File: config.mk
export PLATFORM = sky130hd
export DESIGN_NAME = wrc_top
export DESIGN_NICKNAME = d
export VERILOG_FILES = /design/src/wrc_pkg.sv /design/src/wrc_tick_if.sv /design/src/wrc_top.sv /design/src/wrc_sync.sv /design/src/wrc_tick.sv
export SDC_FILE = /design/constraint.sdc
export NUM_CORES = 1
export LEC_CHECK = 0
export ABC_AREA = 1
export BUFFER_PORTS_ARGS = -buffer_cell sky130_fd_sc_hd__buf_2
export CAP_MARGIN = 25
export CORE_ASPECT_RATIO = 1.1
export CORE_UTILIZATION = 41
export CTS_CLUSTER_SIZE = 16
export DETAILED_ROUTE_END_ITERATION = 7
export SYNTH_ARGS = -nofsm -noshare
export SYNTH_HDL_FRONTEND = slang
export SYNTH_SLANG_ARGS = --single-unit
File: constraint.sdc
create_clock -name clk_sys_i -period 2.4 [get_ports clk_sys_i]
set_input_delay 0.24 -clock clk_sys_i [delete_from_list [all_inputs] [get_ports clk_sys_i]]
set_output_delay 0.24 -clock clk_sys_i [all_outputs]
set_load 0.1 [all_outputs]
File: src/wrc_pkg.sv
/*
 * Constants, types and shared decoding for the watchdog and reset control block.
 * Assumes a single 125 MHz system clock and an 8-bit register port.
 */
package wrc_pkg;

   // ---------------------------------------------------------------
   // Register map
   // ---------------------------------------------------------------
   localparam int unsigned ADDR_W      = 8;
   localparam int unsigned DATA_W      = 8;
   localparam logic [7:0]  OFF_PERIOD  = 8'h00;
   localparam logic [7:0]  OFF_CTRL    = 8'h01;
   localparam logic [7:0]  OFF_STATUS  = 8'h02;
   localparam logic [7:0]  OFF_PDATA   = 8'h03;
   localparam logic [7:0]  OFF_PDIR    = 8'h04;

   // ---------------------------------------------------------------
   // Fields and reset values
   // ---------------------------------------------------------------
   localparam logic [2:0]  PERIOD_RST  = 3'h7;
   localparam logic [7:0]  CTRL_RST    = 8'h00;
   localparam logic [7:0]  PORT_RST    = 8'hFF;
   localparam logic [5:0]  KEY_ENABLE  = 6'h00;
   localparam logic [5:0]  KEY_DISABLE = 6'h2D;
   localparam logic [1:0]  CLS_LOW_SPEED_RC_CLOCK    = 2'h0;
   localparam logic [1:0]  CLS_DIV4    = 2'h1;
   localparam int unsigned STS_TO      = 0;
   localparam int unsigned STS_PDF     = 1;
   localparam int unsigned STS_EN      = 2;

   // ---------------------------------------------------------------
   // Timing
   // ---------------------------------------------------------------
   localparam int unsigned CNT_W       = 16;
   localparam int unsigned PERIOD_BASE = 8;
   localparam logic [1:0]  DIV4_LAST   = 2'h3;
   localparam logic [1:0]  NOISE_TICKS = 2'h2;
   localparam logic [4:0]  SST_CYC     = 5'h10;
   localparam int unsigned RESET_DELAY_TIME_MS    = 50;
   localparam int unsigned CLK_KHZ     = 125000;
   localparam int unsigned RSTD_CYC    = RESET_DELAY_TIME_MS * CLK_KHZ;
   localparam int unsigned RSTD_W      = 23;

   typedef enum logic [1:0] {ST_DELAY, ST_HOLD, ST_RUN, ST_SST} wrc_state_t;

   function automatic logic wrc_key_valid(input logic [5:0] key);
      return (key == KEY_ENABLE) || (key == KEY_DISABLE);
   endfunction : wrc_key_valid

   function automatic logic [CNT_W-1:0] wrc_last_count(input logic [2:0] sel);
      logic [CNT_W:0] lim;
      lim = (CNT_W+1)'(1) << (PERIOD_BASE + 32'(sel));
      return lim[CNT_W-1:0] - (CNT_W)'(1);
   endfunction : wrc_last_count

endpackage : wrc_pkg

File: src/wrc_tick_if.sv
/*
 * Signals between the watchdog core and its tick generator.
 * Assumes both ends run on the system clock.
 */
`timescale 1ns/1ps
interface wrc_tick_if;
   logic [1:0] clk_sel;
   logic       sleep;
   logic       low_speed_rc_clock_tick;
   logic       tick;

   modport ctl (output clk_sel, output sleep, input low_speed_rc_clock_tick, input tick);
   modport gen (input clk_sel, input sleep, output low_speed_rc_clock_tick, output tick);
endinterface : wrc_tick_if

File: src/wrc_top.sv
/*
 * Watchdog timer with key-protected enable and the device reset sequencer.
 * Assumes the core issues clear-watchdog and halt as one-cycle pulses and that
 * the slow RC clock, reset pin and low-voltage detector are asynchronous.
 */
`timescale 1ns/1ps
module wrc_top
   import wrc_pkg::*;
#(
   parameter int unsigned RSTD_CYCLES = RSTD_CYC
)
(
   input  wire logic              clk_sys_i,
   input  wire logic              nrst_i,
   input  wire logic              low_speed_rc_clock_clk_i,
   input  wire logic              ext_reset_pin_n_i,
   input  wire logic              low_voltage_reset_i,
   input  wire logic              clear_watchdog_instruction_i,
   input  wire logic              halt_instruction_i,
   input  wire logic              wake_i,
   input  wire logic [ADDR_W-1:0] addr_i,
   input  wire logic [DATA_W-1:0] wdata_i,
   input  wire logic              wr_i,
   input  wire logic              rd_i,
   output logic      [DATA_W-1:0] rdata_o,
   output logic                   core_reset_o,
   output logic                   core_stall_o,
   output logic                   pc_sp_reset_o,
   output logic                   timeout_flag_o,
   output logic                   powerdown_flag_o,
   output logic      [DATA_W-1:0] port_data_o,
   output logic      [DATA_W-1:0] port_dir_o
);

   // ---------------------------------------------------------------
   // Input synchronisers and tick generator
   // ---------------------------------------------------------------
   logic low_speed_rc_clock_lvl;
   logic ext_pin_lvl;
   logic lvr_lvl;

   wrc_sync #(.RST_VAL(1'b0)) u_sync_low_speed_rc_clock
   (
      .clk_sys_i (clk_sys_i),
      .nrst_i    (nrst_i),
      .async_i   (low_speed_rc_clock_clk_i),
      .level_o   (low_speed_rc_clock_lvl)
   );

   wrc_sync #(.RST_VAL(1'b1)) u_sync_pin
   (
      .clk_sys_i (clk_sys_i),
      .nrst_i    (nrst_i),
      .async_i   (ext_reset_pin_n_i),
      .level_o   (ext_pin_lvl)
   );

   wrc_sync #(.RST_VAL(1'b0)) u_sync_lvr
   (
      .clk_sys_i (clk_sys_i),
      .nrst_i    (nrst_i),
      .async_i   (low_voltage_reset_i),
      .level_o   (lvr_lvl)
   );

   wrc_tick_if tk ();

   wrc_tick u_tick
   (
      .clk_sys_i  (clk_sys_i),
      .nrst_i     (nrst_i),
      .low_speed_rc_clock_lvl_i (low_speed_rc_clock_lvl),
      .tk         (tk)
   );

   // ---------------------------------------------------------------
   // State
   // ---------------------------------------------------------------
   wrc_state_t          state_q;
   wrc_state_t          state_d;
   logic [2:0]          period_q;
   logic [7:0]          ctrl_q;
   logic [DATA_W-1:0]   pdata_q;
   logic [DATA_W-1:0]   pdir_q;
   logic [CNT_W-1:0]    cnt_q;
   logic [RSTD_W-1:0]   rstd_q;
   logic [4:0]          sst_q;
   logic [1:0]          noise_q;
   logic                sleep_q;
   logic                sleep_d;
   logic                to_q;
   logic                pdf_q;
   logic [DATA_W-1:0]   rdata_q;
   logic                core_reset_q;
   logic                core_stall_q;
   logic                pc_sp_q;

   // ---------------------------------------------------------------
   // Decoding
   // ---------------------------------------------------------------
   wire        wr_period   = wr_i && (addr_i == OFF_PERIOD);
   wire        wr_ctrl     = wr_i && (addr_i == OFF_CTRL);
   wire        wr_pdata    = wr_i && (addr_i == OFF_PDATA);
   wire        wr_pdir     = wr_i && (addr_i == OFF_PDIR);
   wire [5:0]  key_wr      = wdata_i[5:0];
   wire [5:0]  key_now     = ctrl_q[5:0];
   wire        running     = (state_q == ST_RUN);
   wire        enabled     = (key_now == KEY_ENABLE);
   wire        soft_bad    = wr_ctrl && !wrc_key_valid(key_wr);
   wire        key_upset   = !wrc_key_valid(key_now);
   wire        noise_rst   = key_upset && tk.low_speed_rc_clock_tick && (noise_q == NOISE_TICKS - 2'h1);
   wire        full_rst    = !ext_pin_lvl || lvr_lvl;
   wire        clr_ok      = clear_watchdog_instruction_i && enabled && running && !sleep_q;
   wire        halt_ok     = halt_instruction_i && running && !sleep_q;
   wire        at_limit    = (cnt_q == wrc_last_count(period_q));
   wire        overflow    = running && enabled && tk.tick && at_limit;
   wire        wdt_norm    = overflow && !sleep_q;
   wire        wdt_wake    = overflow && sleep_q;
   wire        other_wake  = sleep_q && wake_i && running;
   wire        dev_rst     = wdt_norm || soft_bad || noise_rst;
   wire        reinit      = full_rst || dev_rst;
   wire        clr_cnt     = full_rst || soft_bad || noise_rst || clr_ok || halt_ok
                             || overflow || !enabled || !running;
   wire        rstd_done   = (rstd_q == (RSTD_W)'(RSTD_CYCLES - 1));
   wire        sst_done    = (sst_q == SST_CYC - 5'h01);

   wire [DATA_W-1:0] status_rd = {5'h00, enabled, pdf_q, to_q};
   wire [DATA_W-1:0] rd_mux    = (addr_i == OFF_PERIOD) ? {5'h00, period_q} :
                                 (addr_i == OFF_CTRL)   ? ctrl_q :
                                 (addr_i == OFF_STATUS) ? status_rd :
                                 (addr_i == OFF_PDATA)  ? pdata_q :
                                 (addr_i == OFF_PDIR)   ? pdir_q : 8'h00;

   assign tk.clk_sel = ctrl_q[7:6];
   assign tk.sleep   = sleep_q;

   // ---------------------------------------------------------------
   // Reset sequencer
   // ---------------------------------------------------------------
   always_comb
   begin
      state_d = state_q;
      unique case (state_q)
         ST_DELAY:
         begin
            if (full_rst)
               state_d = ST_HOLD;
            else if (rstd_done)
               state_d = ST_RUN;
         end
         ST_HOLD:
         begin
            if (!full_rst)
               state_d = ST_DELAY;
         end
         ST_RUN:
         begin
            if (full_rst)
               state_d = ST_HOLD;
            else if (dev_rst)
               state_d = ST_DELAY;
            else if (wdt_wake || other_wake)
               state_d = ST_SST;
         end
         ST_SST:
         begin
            if (full_rst)
               state_d = ST_HOLD;
            else if (sst_done)
               state_d = ST_RUN;
         end
      endcase
   end

   always_comb
   begin
      sleep_d = sleep_q;
      if (halt_ok)
         sleep_d = 1'b1;
      if (state_d != ST_RUN)
         sleep_d = 1'b0;
   end

   always_ff @(posedge clk_sys_i or negedge nrst_i)
   begin
      if (!nrst_i)
         state_q <= ST_DELAY;
      else
         state_q <= state_d;
   end

   always_ff @(posedge clk_sys_i or negedge nrst_i)
   begin
      if (!nrst_i)
         rstd_q <= '0;
      else
         rstd_q <= (state_q == ST_DELAY && !rstd_done) ? rstd_q + (RSTD_W)'(1) : '0;
   end

   always_ff @(posedge clk_sys_i or negedge nrst_i)
   begin
      if (!nrst_i)
         sst_q <= 5'h00;
      else
         sst_q <= (state_q == ST_SST) ? sst_q + 5'h01 : 5'h00;
   end

   always_ff @(posedge clk_sys_i or negedge nrst_i)
   begin
      if (!nrst_i)
         sleep_q <= 1'b0;
      else
         sleep_q <= sleep_d;
   end

   // ---------------------------------------------------------------
   // Watchdog counter and key upset filter
   // ---------------------------------------------------------------
   always_ff @(posedge clk_sys_i or negedge nrst_i)
   begin
      if (!nrst_i)
         cnt_q <= '0;
      else if (clr_cnt)
         cnt_q <= '0;
      else if (tk.tick)
         cnt_q <= cnt_q + (CNT_W)'(1);
   end

   always_ff @(posedge clk_sys_i or negedge nrst_i)
   begin
      if (!nrst_i)
         noise_q <= 2'h0;
      else if (!key_upset || noise_rst)
         noise_q <= 2'h0;
      else if (tk.low_speed_rc_clock_tick)
         noise_q <= noise_q + 2'h1;
   end

   // ---------------------------------------------------------------
   // Software registers
   // ---------------------------------------------------------------
   always_ff @(posedge clk_sys_i or negedge nrst_i)
   begin
      if (!nrst_i)
      begin
         period_q <= PERIOD_RST;
         ctrl_q   <= CTRL_RST;
      end
      else if (reinit)
      begin
         period_q <= PERIOD_RST;
         ctrl_q   <= CTRL_RST;
      end
      else
      begin
         if (wr_period)
            period_q <= wdata_i[2:0];
         if (wr_ctrl)
            ctrl_q <= wdata_i;
      end
   end

   always_ff @(posedge clk_sys_i or negedge nrst_i)
   begin
      if (!nrst_i)
      begin
         pdata_q <= PORT_RST;
         pdir_q  <= PORT_RST;
      end
      else if (reinit)
      begin
         pdata_q <= PORT_RST;
         pdir_q  <= PORT_RST;
      end
      else
      begin
         if (wr_pdata)
            pdata_q <= wdata_i;
         if (wr_pdir)
            pdir_q <= wdata_i;
      end
   end

   // ---------------------------------------------------------------
   // Reset cause flags
   // ---------------------------------------------------------------
   // Pin and low-voltage resets leave both flags as they were. A set in the
   // same cycle as a clear wins.
   always_ff @(posedge clk_sys_i or negedge nrst_i)
   begin
      if (!nrst_i)
      begin
         to_q  <= 1'b0;
         pdf_q <= 1'b0;
      end
      else
      begin
         if (overflow)
            to_q <= 1'b1;
         else if (halt_ok)
            to_q <= 1'b0;
         if (halt_ok)
            pdf_q <= 1'b1;
         else if (clr_ok)
            pdf_q <= 1'b0;
      end
   end

   // ---------------------------------------------------------------
   // Outputs
   // ---------------------------------------------------------------
   always_ff @(posedge clk_sys_i or negedge nrst_i)
   begin
      if (!nrst_i)
         rdata_q <= 8'h00;
      else
         rdata_q <= rd_i ? rd_mux : 8'h00;
   end

   always_ff @(posedge clk_sys_i or negedge nrst_i)
   begin
      if (!nrst_i)
      begin
         core_reset_q <= 1'b1;
         core_stall_q <= 1'b0;
         pc_sp_q      <= 1'b0;
      end
      else
      begin
         core_reset_q <= (state_d == ST_DELAY) || (state_d == ST_HOLD);
         core_stall_q <= (state_d == ST_SST) || sleep_d;
         pc_sp_q      <= wdt_wake;
      end
   end

   assign rdata_o          = rdata_q;
   assign core_reset_o     = core_reset_q;
   assign core_stall_o     = core_stall_q;
   assign pc_sp_reset_o    = pc_sp_q;
   assign timeout_flag_o   = to_q;
   assign powerdown_flag_o = pdf_q;
   assign port_data_o      = pdata_q;
   assign port_dir_o       = pdir_q;

endmodule : wrc_top

File: src/wrc_sync.sv
/*
 * Three-stage synchroniser with agreement filter for inputs from other domains.
 * Assumes the input may change at any time relative to the system clock.
 */
`timescale 1ns/1ps
module wrc_sync
#(
   parameter logic RST_VAL = 1'b0
)
(
   input  wire logic clk_sys_i,
   input  wire logic nrst_i,
   input  wire logic async_i,
   output logic      level_o
);
   logic s1_q;
   logic s2_q;
   logic s3_q;
   logic lvl_q;

   always_ff @(posedge clk_sys_i or negedge nrst_i)
   begin
      if (!nrst_i)
      begin
         s1_q  <= RST_VAL;
         s2_q  <= RST_VAL;
         s3_q  <= RST_VAL;
         lvl_q <= RST_VAL;
      end
      else
      begin
         s1_q <= async_i;
         s2_q <= s1_q;
         s3_q <= s2_q;
         if (s2_q == s3_q)
            lvl_q <= s3_q;
      end
   end

   assign level_o = lvl_q;
endmodule : wrc_sync

File: src/wrc_tick.sv
/*
 * Watchdog tick generator: slow clock edges, system clock and system clock over four.
 * Assumes the slow clock level arrives already synchronised.
 */
`timescale 1ns/1ps
module wrc_tick
   import wrc_pkg::*;
(
   input  wire logic clk_sys_i,
   input  wire logic nrst_i,
   input  wire logic low_speed_rc_clock_lvl_i,
   wrc_tick_if.gen   tk
);
   logic       low_speed_rc_clock_prev_q;
   logic [1:0] div_q;
   logic       tick_q;
   logic       low_speed_rc_clock_tick_q;
   logic       low_speed_rc_clock_edge;
   logic       div_pulse;
   logic       tick_d;

   assign low_speed_rc_clock_edge = low_speed_rc_clock_lvl_i && !low_speed_rc_clock_prev_q;
   assign div_pulse = (div_q == DIV4_LAST);
   // The system clock halts in sleep, so its derived ticks are gated off.
   assign tick_d    = (tk.clk_sel == CLS_LOW_SPEED_RC_CLOCK) ? low_speed_rc_clock_edge :
                      (tk.clk_sel == CLS_DIV4) ? (div_pulse && !tk.sleep) : !tk.sleep;

   always_ff @(posedge clk_sys_i or negedge nrst_i)
   begin
      if (!nrst_i)
      begin
         low_speed_rc_clock_prev_q <= 1'b0;
         div_q       <= 2'h0;
         tick_q      <= 1'b0;
         low_speed_rc_clock_tick_q <= 1'b0;
      end
      else
      begin
         low_speed_rc_clock_prev_q <= low_speed_rc_clock_lvl_i;
         div_q       <= tk.sleep ? div_q : div_q + 2'h1;
         tick_q      <= tick_d;
         low_speed_rc_clock_tick_q <= low_speed_rc_clock_edge;
      end
   end

   assign tk.tick      = tick_q;
   assign tk.low_speed_rc_clock_tick = low_speed_rc_clock_tick_q;
endmodule : wrc_tick

; Word-level counts from Yosys, hierarchy flattened
; Cells that the tools add are included.
[classes]
div_mod_pow = 0
n_bitwise = 0
eq_ne = 21
n_mux = 37
n_mul = 0
n_reduce_logical = 61
add_sub_neg = 7
shift = 1
order_cmp = 0
[ops]
columns = op, count
row1 = two-way mux 8 bit, 12
row2 = two-way mux 16 bit, 2
row3 = adder 23 x 1 -> 23 bit (second input constant), 1
row4 = == test 23 bit (second input constant), 1
row5 = two-way mux 23 bit, 1
row6 = logical AND 1 bit, 22
row7 = two-way mux 2 bit, 10
row8 = logical OR 1 bit, 17
row9 = adder 16 x 1 -> 16 bit (second input constant), 1
row10 = == test 16 bit, 1
row11 = == test 8 x 2 -> 1 bit (second input constant), 2
row12 = nonzero test 2 bit, 8
row13 = << shifter 1 x 5 -> 16 bit (first input constant), 1
row14 = subtractor 16 x 1 -> 16 bit (second input constant), 1
row15 = == test 6 bit (second input constant), 2
row16 = logical NOT 6 bit, 2
row17 = == test 2 x 1 -> 1 bit (second input constant), 4
row18 = == test 2 bit (second input constant), 4
row19 = == test 8 x 1 -> 1 bit (second input constant), 1
row20 = == test 8 x 3 -> 1 bit (second input constant), 1
row21 = logical NOT 1 bit, 8
row22 = logical NOT 8 bit, 1
row23 = two-way mux 1 bit, 8
row24 = case mux 2 bit (4 select lines), 1
row25 = other kinds (9), 15
[totals]
memories = 0
mem_bits_ro = 0
output_inout_bits = 29
ff_bits = 106
ram_bits = 0
in_bits = 26
latch_bits = 0

; Depth between registers and ports, before layout
[depth]
depth_word = 14
depth_mapped = 15
ltp_nobuf = 13

; By module
; A second synthesis with hierarchy kept.
[unflattened]
cells_unflattened = 658
hier_area_um2 = 5327.6
[by_module_without_submodules]
columns = module, area_each_um2, seq_area_each_um2, n_inst, cells_each
row1 = wrc_top, 4770.8, 2252.2, 1, 614
row2 = wrc_sync at u_sync_low_speed_rc_clock ..., 116.4, 100.1, 2, 8
row3 = wrc_tick, 202.7, 125.1, 1, 20
row4 = wrc_sync at u_sync_pin, 121.4, 105.1, 1, 8

; Worst setup path after synthesis
; OpenSTA, ideal clock, no wires.
[synth_timing]
path_kind = register to register
start = reg period_q[2]
end = reg pdata_q[4], in the netlist port_data_o[4]
setup_time_ns = 0.067
arrival_ns = 1.737
stages_incl_launch_ff = 16
period_less_slack_ns = 1.804
n_path_buf = 3
setup_slack_ns = 0.596
path_cell_list = dfstp_2 buf_4 inv_1 nor2_1 nor2_1 nor2_1 nand2_1 nor2_2 nand3_2 nand2_2 nor2_2 buf_6 nand2_4 buf_6 nor2_1 nor2_1
[synth_between]
elab_chain_len = 10
word_cells_on_any_way = 11
cone_classes = add/sub (2) / eq/ne (1) / shift (1) / mux (1) / reduce/logical (6)
[synth_rtl]
columns = element, line_no
row1 = from (decl), wrc_top.sv:81  ; logic [2:0] period_q;
row2 = from (signal assigned), wrc_top.sv:257  ; period_q <= wdata_i[2:0];
row3 = adder 4 x 3 -> 5 bit *, wrc_pkg.sv:53  ; lim = (CNT_W+1)'(1) << (PERIOD_BASE + 32'(sel));
row4 = << shifter 1 x 5 -> 16 bit *, wrc_pkg.sv:53
row5 = subtractor 16 x 1 -> 16 bit *, wrc_pkg.sv:54  ; return lim[CNT_W-1:0] - (CNT_W)'(1);
row6 = == test 16 bit *, wrc_top.sv:115  ; wire at_limit = (cnt_q == wrc_last_count(period_q));
row7 = logical AND 1 bit *, wrc_top.sv:116  ; wire overflow = running && enabled && tk.tick && at_limit;
row8 = logical AND 1 bit *, wrc_top.sv:117  ; wire wdt_norm = overflow && !sleep_q;
row9 = logical OR 1 bit * (2 in a row), wrc_top.sv:120  ; wire dev_rst = wdt_norm || soft_bad || noise_rst;
row10 = logical OR 1 bit *, wrc_top.sv:121  ; wire reinit = full_rst || dev_rst;
row11 = two-way mux 8 bit or nonzero test 2 bit (tied branches), --
row12 = to (signal assigned), wrc_top.sv:278  ; pdata_q <= wdata_i;
row13 = to (decl), wrc_top.sv:83  ; logic [DATA_W-1:0] pdata_q;
; Mark *: on every way between the ends. The rest lies on a longest branch, timed or not.
; A chain may end at the register's enable or synchronous reset.

; Worst setup path in the final report
[layout_timing]
start = reg period_q[2]
end = reg period_q[2]
[layout_between]
elab_chain_len = 10
word_cells_on_any_way = 11
cone_classes = add/sub (2) / eq/ne (1) / shift (1) / mux (1) / reduce/logical (6)
[layout_rtl]
columns = element, line_no
row1 = adder 4 x 3 -> 5 bit *, wrc_pkg.sv:53
row2 = << shifter 1 x 5 -> 16 bit *, wrc_pkg.sv:53
row3 = subtractor 16 x 1 -> 16 bit *, wrc_pkg.sv:54
row4 = == test 16 bit *, wrc_top.sv:115
row5 = logical AND 1 bit *, wrc_top.sv:116
row6 = logical AND 1 bit *, wrc_top.sv:117
row7 = logical OR 1 bit * (2 in a row), wrc_top.sv:120
row8 = logical OR 1 bit *, wrc_top.sv:121
row9 = two-way mux 3 bit or nonzero test 2 bit (tied branches), --
; Marks and branches as above.

==> results_dict.tcl <==
set metrics [dict create \
    critPathArrivalTime_ns 2.39 \
    die_w_um 111.1 \
    yosys.area_share.simple_pct 28.27 \
    post_synth_mux_area_share_pct 0 \
    cts-root-to-sink-buffers 2 \
    timing.max_cap.violations 0 \
    fraction_of_registers_with_async_set_or_reset_after_synthesis_pct 100.0 \
    setup.worst_path.class "flop to flop" \
    worst_pin_slew_ns 0.5101 \
    synth_flop_cell "dfrtp_1" \
    clk_root_buffer_cell "clkbuf_16" \
    grt_max_degree 65 \
    net_count_final 771 \
    worstSetupStartpointType "flop" \
    timing.rr.start "period_q[2]" \
    setup_tns_ns 0 \
    synth_enable_flop_cells 0 \
    synth.yosys.seq_area_share_pct 49.97 \
    critical_path.n_buffers_inverters 2 \
    final_period_minus_worst_setup_slack_ns 2.118 \
    synthAdderAreaFrac_pct 1.958 \
    worst_setup_path_endpoint "period_q[2]" \
    netlist_instances 672 \
    met3_usage_pct 3.632 \
    row_count 43 \
    h-tree-depth 3 \
    met1_usage_pct 24.91 \
    yosys_register_bits 106 \
    seqCellArea_um2 2683 \
    outcome "complete, but fails checks" \
    place.gp.congestion 0.9302 \
    pin_count 55 \
    layout-drive-gt1-share_pct 15.86 \
    min_period_over_period_pct 88.24 \
    design.die.area_um2 13560 \
    half_perimeter_wire_length_after_detailed_placement_um 9198 \
    power.total_mw 3.972 \
    syn2layout_area_growth_pct 15.22 \
    drt_pass1_iterations 7 \
    timing.critical_path.depth 12 \
    mappedNetlistNets 704 \
    worst_hold_path_type "input port to flop" \
    timing.max_slew.rel_slack_pct 65.73 \
    timing.rr.end "period_q[2]" \
    clock.fmax_mhz 472.2 \
    fillerInstances 1249 \
    critical-path-top-delay-family "simple AND/OR/NAND/NOR gates" \
    crit_chain "inv_1, nor2_1, nand2_1, nand3_1, nor2_1, nand3_2, nand2_2, nor2_2, buf_6, nand2_1, nand2_1, o21ai_0" \
    final_common_cell "nand2_1" \
    vias 4463 \
    max-vdd-ir-drop_mv 0.3420 \
    critPathMaxFanout 17 \
    tritoncts.num_buffers 9 \
    fp.coreArea_um2 12700 \
    setup.reg_to_reg.worst_slack_ns 0.28 \
    globalRouteOverflowTotal 0 \
    layout.cells.most_common_list "nand2_1, inv_1, nor2_1, dfrtp_1, buf_2" \
    cts_post_setup_buffers_inserted 0 \
    drt-wirelength-per-cell_um 13.43 \
    wp_data_required_ns 2.67 \
    cts_tree "done" \
    leakage_power_total_nw 2.973 \
    synth-xor-area-share_pct 2.447 \
    first_pass_grt_wire_length_um 20550 \
    remaining_drc_errors 4 \
    use_met2_pct 31.76 \
    hold_violations 0 \
    multi_input_comb_area_um2 2180 \
    die_y_um 122.0 \
    worst_path_most_repeated_cell "nand2_1" \
    timing.critical_path.from "period_q[2]" \
    post_synth_instance_area_um2 5369 \
    ys.warnings.count 0 \
    worstSkewPairLatency_ns 0.35 \
    vias_per_cell 4.953 \
    synthesis.area_per_instance_um2 7.989 \
    worst-r2r-cell-count 12 \
    share_of_the_synthesized_area_in_compound_gates_ao_oa_aoi_oai_pct 7.877 \
    final_max_slew_viol_count 0 \
    dominant_combinational_cell_family_by_area_after_synthesis "simple AND/OR/NAND/NOR gates" \
    grt_setup_unrepaired "false" \
    p_per_area_nw_per_um2 642.1 \
    totalWireLength_um 12100 \
    setup_viol 0 \
    cts.sinks 106 \
    antenna_found_initial 0 \
    port_buffers 54 \
    gr-max-usage-layer "met2" \
    cp_slowest_stage_delay_ns 0.63 \
    drtAntennaViolNets 0 \
    timing.critical_path.to_type "flop" \
    drtIter0Drc 240 \
    fin_worst_skew_ns 0.006264 \
    global_route.usage.total_pct 19.30 \
    initial_utilization_pct 42.28 \
    violations "design-rule violations" \
    antenna_cells_inserted 0 \
    netlist-cell-type-count 37 \
    critical-path-slowest-cell "dfstp_2" \
    clk_pin_slew_worst_paths_ns 0.07 \
    grt_pass1_vias 4378 \
]
[synth_stat cells (5+ instances only)]
cell type,number,share of area [%]
o21ai_0,31,2.9
inv_1,116,8.1
nor3_1,20,1.9
dfstp_2,24,12
ha_1,6,1.4
xor2_1,12,2.0
nand3_1,40,3.7
nor4_1,5,0.58
nand2_1,132,9.2
o21ai_1,5,0.47
nand4_1,16,1.9
nor2_1,104,7.3
dfrtp_1,82,38
a21oi_1,27,2.5
o221ai_1,7,1.1
[sequential cells by signal (all words and copies together) (netlist names), 2 cells and up]
| name | flops |
|---|---|
| rstd_q | 23 |
| port_data_o | 8 |
| cnt_q | 16 |
| port_dir_o | 8 |
| u_tick.div_q | 2 |
| ctrl_q | 8 |
| period_q | 3 |
| noise_q | 2 |
| sst_q | 5 |
| state_q | 2 |
| rdata_o | 8 |
[worst min-delay path: stages]
cell     delay, ns
buf_2         0.10
nand3_1       0.07
o21ai_0       0.07
[per-stage QoR]
step	util, %	hold slack (ns)	setup WS [ns]	cell area, um2	std cells
2_1_floorplan	-	-0.05559	0.5960	5369	672
3_3_place_gp	45.88	0.1353	0.3919	5826	881
3_5_place_dp	45.88	0.1376	0.2452	5826	881
4_1_cts	48.67	0.1406	0.2693	6180	901
5_1_grt	48.72	0.1616	0.04344	6186	901
6_report	48.72	0.1613	0.2822	6186	901
[per-layer routing]
metal,up-vias,share of wire (%),routed length (um)
met2,103,47,5707
met1,2075,47,5697
met3,17,4.2,510
li1,2268,-,-
met4,0,1.5,187
met5,-,0,0
[kinds of logic after synthesis]
logic type,Yosys count
and+or+nand+nor,341
buffers and inverters,125
DFF,106
AOI/OAI and AO/OA,76
xor gates and xnor gates,15
adders and majority gates,9
[report_power, final]
part / internal [mW] / leakage, nW / switching (mW)
logic: 0.100 / 1.46 / 0.406
clock network: 0.898 / 0.156 / 0.653
registers: 1.87 / 1.36 / 0.0452
total: 2.87 / 2.97 / 1.10
[how the worst min path moves through the flow]
stage | start | endpoint | slack [ns] | cells after the start
final | wdata_i[7] | ctrl_q[7] | 0.16 | 3
after CTS | wdata_i[7] | ctrl_q[7] | 0.14 | 3
after detailed placement | nrst_i | rstd_q[6] | 0.14 | 1
after floorplan | nrst_i | cnt_q[0] | -0.06 | 0
after global routing | wdata_i[7] | ctrl_q[7] | 0.16 | 3
after global placement | nrst_i | rstd_q[6] | 0.14 | 1
[area by class of cell]
class	count	area share (%)
clock buffers	13	4.369
clock inverters	3	0.7079
inverters	117	7.100
multi-input cells	441	35.23
flip-flops and latches	106	43.37
well taps	157	3.176
repair buffers	64	6.048
[repair_timing]
item | in CTS | in global routing
gates resized for setup | 0 | 2
endpoints found under the setup margin | 0 | 1
hold endpoints to repair | 17 | 0
hold buffers | 4 | 0
(Power assumes the default switching activity.)
